### config.mk
export PLATFORM = sky130hd
export DESIGN_NAME = acsel_top
export DESIGN_NICKNAME = d
export VERILOG_FILES = /design/src/core/acsel_pkg.sv /design/src/core/acsel_sync_if.sv /design/src/core/acsel_sync.sv /design/src/core/acsel_top.sv
export SDC_FILE = /design/constraint.sdc
export NUM_CORES = 1
export LEC_CHECK = 0
export ABC_AREA = 1
export ABC_CLOCK_PERIOD_IN_PS = 1500
export CORE_ASPECT_RATIO = 1.4
export CORE_UTILIZATION = 30
export CTS_CLUSTER_SIZE = 16
export DETAILED_ROUTE_END_ITERATION = 10
export DONT_BUFFER_PORTS = 1
export SYNTH_ARGS = -nofsm -noshare
export SYNTH_HDL_FRONTEND = slang
export SYNTH_SLANG_ARGS = --single-unit
### constraint.sdc
create_clock -name mclk -period 1.5 [get_ports mclk]
set_clock_uncertainty 0.1 [all_clocks]
set_input_delay 0.075 -clock mclk [delete_from_list [all_inputs] [get_ports mclk]]
set_output_delay 0.075 -clock mclk [all_outputs]
set_load 0.01 [all_outputs]
### src/core/acsel_pkg.sv
package acsel_pkg;
	localparam int   ACSEL_NCH           = 4;
	localparam int   ACSEL_RES_W         = 12;
	localparam int   ACSEL_CLK_MHZ       = 100;
	localparam int   ACSEL_CONV_NS       = 1650;
	localparam int   ACSEL_CONV_CYC      = (ACSEL_CONV_NS * ACSEL_CLK_MHZ) / 1000;
	localparam int   ACSEL_CNT_W         = 8;
	localparam logic [3:0] ACSEL_SEL_RST = 4'h0;
	localparam logic       ACSEL_STROBE_IDLE = 1'h1;
	localparam int   ACSEL_SEL_BIT_CH1   = 0;
	localparam int   ACSEL_SEL_BIT_CH4   = 3;
	localparam logic [11:0] ACSEL_BIP_FLIP = 12'h800;
	typedef enum logic [1:0] {ACSEL_IDLE, ACSEL_CONV, ACSEL_DONE} acsel_state_t;
endpackage : acsel_pkg

### src/core/acsel_sync_if.sv
`timescale 1ns/1ps
interface acsel_sync_if;
	logic       raw;
	logic       level;
	logic       rise;
	modport sync (input raw, output level, output rise);
	modport user (output raw, input level, input rise);
endinterface : acsel_sync_if

### src/core/acsel_sync.sv
`timescale 1ns/1ps
module acsel_sync #(
	parameter logic RST_LVL = 1'h0
) (
	input  wire logic  mclk,
	input  wire logic  sys_rst,
	acsel_sync_if.sync s
);
	typedef struct packed {
		logic [2:0] ff;
		logic       level;
	} acsel_sync_st_t;
	acsel_sync_st_t st;
	acsel_sync_st_t next_st;
	// a change counts once stages two and three agree
	always_comb begin
		next_st = st;
		next_st.ff = {st.ff[1:0], s.raw};
		if (st.ff[2] == st.ff[1])
			next_st.level = st.ff[2];
	end
	always_ff @(posedge mclk) begin
		// reset to the pin's idle level, else the first edges after reset look like a strobe
		if (sys_rst)
			st <= '{ff: {3{RST_LVL}}, level: RST_LVL};
		else
			st <= next_st;
	end
	assign s.level = st.level;
	assign s.rise  = next_st.level & ~st.level;
endmodule : acsel_sync

### src/core/acsel_top.sv
`timescale 1ns/1ps
// Contract
// - any subset of four channels may be selected, one to all four
// - selected channels convert in ascending channel order
// - source select steers mux between select pins and register
// - source select low uses pins, high uses register
// - channel included when pin high or bit one at start rise
// - selection latched at start, held until sequence ends
// - bus bit 0 selects channel 1 up to bit 3 channel 4
// - low bus bits are inputs while read high, chip select and write low
// - register captures low bus bits on write strobe rising edge
// - busy rises at start rise and stays high through sequence
// - each channel completes 1.65 us after the previous one
// - bipolar variants give twos complement results, step fsr/4096
// - unipolar variant gives straight binary results, step fsr/4096
module acsel_top (
	input  wire logic                                mclk,
	input  wire logic                                sys_rst,
	input  wire logic                                conversion_start_n,
	input  wire logic                                source_sel_reg,
	input  wire logic [acsel_pkg::ACSEL_NCH-1:0]     hw_channel_pick,
	input  wire logic                                chip_sel_n,
	input  wire logic                                read_n,
	input  wire logic                                write_n,
	input  wire logic [3:0]                          bus_bit_in,
	input  wire logic                                unipolar,
	input  wire logic [acsel_pkg::ACSEL_RES_W-1:0]   sample_code,
	output logic                                     busy,
	output logic                                     conv_done,
	output logic [1:0]                               conv_channel,
	output logic [acsel_pkg::ACSEL_RES_W-1:0]        conv_result,
	output logic [acsel_pkg::ACSEL_NCH-1:0]          channel_select,
	output logic [acsel_pkg::ACSEL_NCH-1:0]          active_seq
);
	import acsel_pkg::*;
	////////////////////////////////////////////////////////////////////
	acsel_sync_if s_cs ();
	acsel_sync_if s_rd ();
	acsel_sync_if s_wr ();
	acsel_sync_if s_cv ();
	acsel_sync_if s_src ();
	acsel_sync_if s_pk [ACSEL_NCH] ();
	acsel_sync_if s_db [ACSEL_NCH] ();
	assign s_cs.raw  = chip_sel_n;
	assign s_rd.raw  = read_n;
	assign s_wr.raw  = write_n;
	assign s_cv.raw  = conversion_start_n;
	assign s_src.raw = source_sel_reg;
	// strobes idle high, so their synchronisers reset high: no false edge after reset
	acsel_sync #(
		.RST_LVL (ACSEL_STROBE_IDLE)
	) u_cs (
		.mclk    (mclk),
		.sys_rst (sys_rst),
		.s       (s_cs)
	);
	acsel_sync #(
		.RST_LVL (ACSEL_STROBE_IDLE)
	) u_rd (
		.mclk    (mclk),
		.sys_rst (sys_rst),
		.s       (s_rd)
	);
	acsel_sync #(
		.RST_LVL (ACSEL_STROBE_IDLE)
	) u_wr (
		.mclk    (mclk),
		.sys_rst (sys_rst),
		.s       (s_wr)
	);
	acsel_sync #(
		.RST_LVL (ACSEL_STROBE_IDLE)
	) u_cv (
		.mclk    (mclk),
		.sys_rst (sys_rst),
		.s       (s_cv)
	);
	acsel_sync u_src (
		.mclk    (mclk),
		.sys_rst (sys_rst),
		.s       (s_src)
	);
	logic [ACSEL_NCH-1:0] pick_lvl;
	logic [ACSEL_NCH-1:0] db_lvl;
	for (genvar g = 0; g < ACSEL_NCH; g++) begin : g_sync
		assign s_pk[g].raw = hw_channel_pick[g];
		assign s_db[g].raw = bus_bit_in[g];
		acsel_sync u_pk (
			.mclk    (mclk),
			.sys_rst (sys_rst),
			.s       (s_pk[g])
		);
		acsel_sync u_db (
			.mclk    (mclk),
			.sys_rst (sys_rst),
			.s       (s_db[g])
		);
		assign pick_lvl[g] = s_pk[g].level;
		assign db_lvl[g]   = s_db[g].level;
	end
	////////////////////////////////////////////////////////////////////
	typedef struct packed {
		acsel_state_t                state;
		logic [ACSEL_NCH-1:0]        sel_reg;
		logic [ACSEL_NCH-1:0]        bus_hold;
		logic                        wr_window;
		logic [ACSEL_NCH-1:0]        seq;
		logic [1:0]                  ch;
		logic [ACSEL_CNT_W-1:0]      cnt;
		logic                        busy;
		logic                        done;
		logic [1:0]                  done_ch;
		logic [ACSEL_RES_W-1:0]      result;
	} acsel_st_t;
	acsel_st_t st;
	acsel_st_t next_st;
	logic [ACSEL_NCH-1:0] mux_sel;
	logic [ACSEL_NCH-1:0] rest;
	logic [1:0]           first_ch;
	logic [1:0]           next_ch;
	logic                 more;
	logic [ACSEL_RES_W-1:0] coded;
	////////////////////////////////////////////////////////////////////
	// source mux
	always_comb begin
		if (s_src.level)
			mux_sel = st.sel_reg;
		else
			mux_sel = pick_lvl;
	end
	// twos complement when bipolar, straight binary when unipolar
	// offset binary becomes twos complement by flipping the msb, so no adder
	always_comb begin
		if (unipolar)
			coded = sample_code;
		else
			coded = sample_code ^ ACSEL_BIP_FLIP;
	end
	always_comb begin
		first_ch = 2'd0;
		next_ch  = 2'd0;
		more     = 1'b0;
		rest     = st.seq & ~((4'h2 << st.ch) - 4'h1);
		for (int i = ACSEL_NCH - 1; i >= 0; i--) begin
			if (mux_sel[i])
				first_ch = i[1:0];
			if (rest[i]) begin
				next_ch = i[1:0];
				more    = 1'b1;
			end
		end
	end
	always_comb begin
		next_st      = st;
		next_st.done = 1'b0;
		// bus lines are inputs in write window
		next_st.wr_window = ~s_cs.level & ~s_wr.level & s_rd.level;
		if (next_st.wr_window)
			next_st.bus_hold = db_lvl;
		if (s_wr.rise && st.wr_window)
			next_st.sel_reg = st.bus_hold;
		unique case (st.state)
			ACSEL_IDLE: begin
				// included when high at start rise
				if (s_cv.rise && (mux_sel != '0)) begin
					next_st.seq   = mux_sel;
					next_st.ch    = first_ch;
					next_st.cnt   = '0;
					next_st.busy  = 1'b1;
					next_st.state = ACSEL_CONV;
				end
			end
			ACSEL_CONV: begin
				if (st.cnt == ACSEL_CNT_W'(ACSEL_CONV_CYC - 1)) begin
					next_st.cnt     = '0;
					next_st.done    = 1'b1;
					next_st.done_ch = st.ch;
					next_st.result  = coded;
					if (more)
						next_st.ch = next_ch;
					else
						next_st.state = ACSEL_DONE;
				end else begin
					next_st.cnt = st.cnt + ACSEL_CNT_W'(1);
				end
			end
			ACSEL_DONE: begin
				next_st.busy  = 1'b0;
				next_st.seq   = '0;
				next_st.state = ACSEL_IDLE;
			end
			default: begin
				// illegal state code falls back to idle
				next_st.busy  = 1'h0;
				next_st.seq   = '0;
				next_st.state = ACSEL_IDLE;
			end
		endcase
	end
	always_ff @(posedge mclk) begin
		if (sys_rst) begin
			st         <= '0;
			st.state   <= ACSEL_IDLE;
			st.sel_reg <= ACSEL_SEL_RST;
		end else begin
			st <= next_st;
		end
	end
	////////////////////////////////////////////////////////////////////
	assign busy           = st.busy;
	assign conv_done      = st.done;
	assign conv_channel   = st.done_ch;
	assign conv_result    = st.result;
	assign channel_select = st.sel_reg;
	assign active_seq     = st.seq;
endmodule : acsel_top

==> metrics.md <==
| Metric | Value |
|---|---|
| Setup TNS | `0 ns` |
| Net Sw Frac | `20.96%` |
| Synth unique cells | `30` |
| CP arrival | `1.61 ns` |
| Status | `completed` |
| Slew headroom | `82.10%` |
| Number of global-route vias before repair | `2,770` |
| Worst path max stage delay | `0.33 ns` |
| DRC | `0` |
| Setup WS post-layout | `0.02005 ns` |
| DRT Pass-1 Iters | `4` |
| Layout Cells excl Fill | `659` |
| Row count | `47` |
| Final slew viol count | `0` |
| Seq pwr share | `50.6%` |
| Max-Cap Viols | `0` |
| Clk sinks | `93` |
| PwrDens | `1034 nW/um^2` |
| Final layout net count | `537` |
| Crit share post-route | `98.66%` |
| Syn Area/Cell | `8.178 sq um` |
| Synth area leaders | `dfxtp_1 51%, nor2_1 6.9%, nand2_1 5.3%` |
| Clk_lat worst skew | `0.34 ns` |
| Placed Cells | `572` |
| Port bufs | `0` |
| Setup Viol. Count Final | `0` |
| Synth Instances | `444` |
| Number of nets with antenna violations after routing | `0` |
| Initial core utilization | `30.72%` |
| Clk network pwr share | `45.4%` |
| F_max | `0.6757 GHz` |
| Design area | `4826 sq um` |
| Setup Slack @ Placement | `-0.03957 ns` |
| Die H | `132.2 um` |
| Clock-pin transition on the worst setup and hold timing paths | `0.06 ns` |
| Synth Register Bits | `93` |
| First-pass GRT wire length | `11.92 mm` |
| RePlAce Congestion | `0.7839` |
| Wire per inst | `11.15 um` |
| Syn Nets | `474` |
| Async SR Flop Fraction | `0%` |
| Critical Path RT | `1.63 ns` |
| CTS tree | `yes` |
| Vias | `2,916` |
| Largest net degree at the start of global routing | `71` |
| Chip width | `94.98 um` |
| Slew @ Worst Pin | `0.2662 ns` |
| Max clock buf depth | `2` |
| P_leak | `1.965 nW` |
| Vias per Instance | `4.425` |
| DR iter-0 viols | `102` |
| Combinational power share | `4.0%` |
| Most Frequent Cell on Critical Path | `nand2_2` |
| Max H-tree Level | `3` |
| RSZ-0062 raised after global routing | `true` |
| Placed Area | `3742 sq um` |
| Net load switching power | `0.001046 W` |
| Peak supply drop | `533.9 uV` |
| Synth warn | `0` |
| Total GRT Usage | `12.15%` |
| Primary FF master, synth | `dfxtp_1` |
| Diode count | `0` |
| Core Box Area | `11,820 sq um` |
| Clk root buf | `clkbuf_16` |
| Crit Path Max Fanout | `7` |
| Cell taking the most area after synthesis | `dfxtp_1` |
| CP Cell Sequence | `inv_1 > ha_2 > nand2_2 > nor3_4 > nand2_2 > nand2_4 > buf_4 > inv_4 > o21ai_2 > a21oi_1` |
| Fraction of layout cells with a size suffix above 1 | `22.46%` |
| Hold Crit Class | `in2reg` |
| Final Hold Violating Endpoints | `0` |
| Post-Syn Area | `3631 sq um` |
| Synth top area share | `51.27%` |
| Initial antenna violation count | `0` |
| Die area | `12,550 sq um` |
| Worst hold slack | `0.2629 ns` |
| Detailed Route WL | `7.345 mm` |
| CP Capture Type | `register` |
| Post-synth EDFFs | `0` |
| Critical path startpoint category | `register` |
| Post-DP HPWL | `4.547 mm` |
| Final min period | `1.480 ns` |
| Layout area overhead | `32.91%` |
| Io pins | `52` |
| Total grt overflow | `0` |
| Fill cells | `1,145` |
| Part of the Yosys area used for sequential elements | `51.27%` |
| CTS buffer count | `9` |
| Pint | `0.003946 W` |
| Slowest CP cell | `dfxtp_2` |
| Worst Path Class, Setup | `reg2reg` |
power groups by stage:
stage | Clock, W | Sequential, W | Combinational (W)
4_1_cts | 0.00236 | 0.00253 | 0.000140
5_1_grt | 0.00246 | 0.00253 | 0.000220
2_1_floorplan | 0 | 0.00258 | 0.0000813
3_3_place_gp | 0 | 0.00258 | 0.0000697
3_5_place_dp | 0 | 0.00259 | 0.0000713
6_report | 0.00227 | 0.00253 | 0.000198
timing repair:
item	CTS	global route
hold buffers	46	15
endpoints found under the setup margin	24	30
buffers inserted	0	10
hold endpoints to repair	76	31
resized for setup	5	22
pin swaps	0	6
metal layers:
layer | part of all wire [%] | track usage (%) | vias to the layer above
met5 | 0 | 0 | -
met4 | 2.5 | 6.397 | 0
met3 | 4.5 | 3.922 | 12
met2 | 52 | 21.66 | 53
met1 | 41 | 12.22 | 1341
li1 | - | - | 1510
Yosys cell counts, types with 2 or more instances:
| library cell | n |
|---|---|
| a21oi_1 | 35 |
| a21oi_2 | 9 |
| buf_2 | 3 |
| buf_4 | 23 |
| clkbuf_1 | 10 |
| dfxtp_1 | 93 |
| ha_1 | 2 |
| inv_1 | 46 |
| inv_2 | 4 |
| nand2_1 | 51 |
| nand2_2 | 16 |
| nand2_4 | 4 |
| nand3_1 | 21 |
| nand3_2 | 2 |
| nand3b_1 | 2 |
| nand4_1 | 6 |
| nor2_1 | 67 |
| nor2_2 | 2 |
| nor3_1 | 4 |
| o21ai_0 | 20 |
| o21ai_1 | 2 |
| o21ai_2 | 3 |
| or2_2 | 12 |
worst max-delay path: cells and delay by family (launching register included):
| kind | cells | cell delay [ns] |
|---|---|---|
| buffers and inverters | 3 | 0.23 |
| flip-flops | 1 | 0.33 |
| AND/OR/NAND/NOR | 4 | 0.39 |
| adder cells (fa/ha/maj) | 1 | 0.16 |
| AO/OA/AOI/OAI | 2 | 0.15 |
state kept, by name (all words and copies together) (netlist names), 4 cells and up:
name / flops
g_sync.u_db.next_st: 8
channel_select: 4
active_seq: 4
g_sync.u_db.s.level: 4
g_sync.u_pk.st: 4
st: 17
conv_result: 12
g_sync.u_pk.s.level: 4
g_sync.u_db.st: 4
g_sync.u_pk.next_st: 8
placed cells by master, fill, tap and decap left out, types with 2 or more instances in the layout:
master / count
inv_1: 45
nand4_1: 6
dfxtp_1: 90
nor2_2: 3
nand3_1: 20
dlygate4sd3_1: 60
nand2_2: 20
nor2_1: 65
buf_4: 23
nand3b_1: 2
nor2_4: 2
clkbuf_16: 9
nand2_4: 4
o21ai_0: 20
buf_12: 3
buf_6: 2
nand2_1: 46
o21ai_2: 4
or2_2: 12
dfxtp_2: 2
nand3_2: 3
a21oi_2: 11
nor3_1: 3
inv_8: 2
a21oi_1: 33
inv_2: 3
inv_4: 2
cell type report:
class,instances,area [sq um],share of cell area [%]
Clock buffer,10,229.0,4.745
Clock inverter,6,71.32,1.478
Inverter,51,203.9,4.226
Multi-Input combinational cell,264,1414,29.30
Sequential cell,93,1868,38.71
Tap cell,147,183.9,3.811
Timing Repair Buffer,88,855.8,17.73
cell families (layout without fill, tap and decap cells):
group	after synthesis	in the layout	share of synthesized area [%]
simple gates	189	189	24.84
flops	93	93	51.28
buf+inv	87	155	11.61
compound gates	72	72	11.34
fa+ha+maj	2	2	0.6891
xor+xnor	1	1	0.2413
metrics by stage:
step	util, %	power [W]
6_report	40.83	0.004992
5_1_grt	40.83	0.005210
4_1_cts	38.24	0.005023
3_5_place_dp	31.66	0.002657
3_3_place_gp	31.66	0.002653
2_1_floorplan	-	0.002662
worst paths after layout:
kind                                   startpoint  cells past startpoint  slack [ns]                                   end
setup / recovery              st[17]$_SDFFE_PP0P_                     10        0.02                   st[16]$_SDFFE_PP0P_
hold / removal                            sys_rst                      2        0.26  g_sync[1].u_db.next_st[3]$_SDFF_PP0_
setup reg to reg              st[17]$_SDFFE_PP0P_                     10        0.02                   st[16]$_SDFFE_PP0P_
hold reg to reg   g_sync[3].u_pk.st[3]$_SDFF_PP0_                      2        0.37   g_sync[3].u_pk.s.level$_SDFFE_PP0N_
Note: power is estimated with default switching activity, not from simulation.
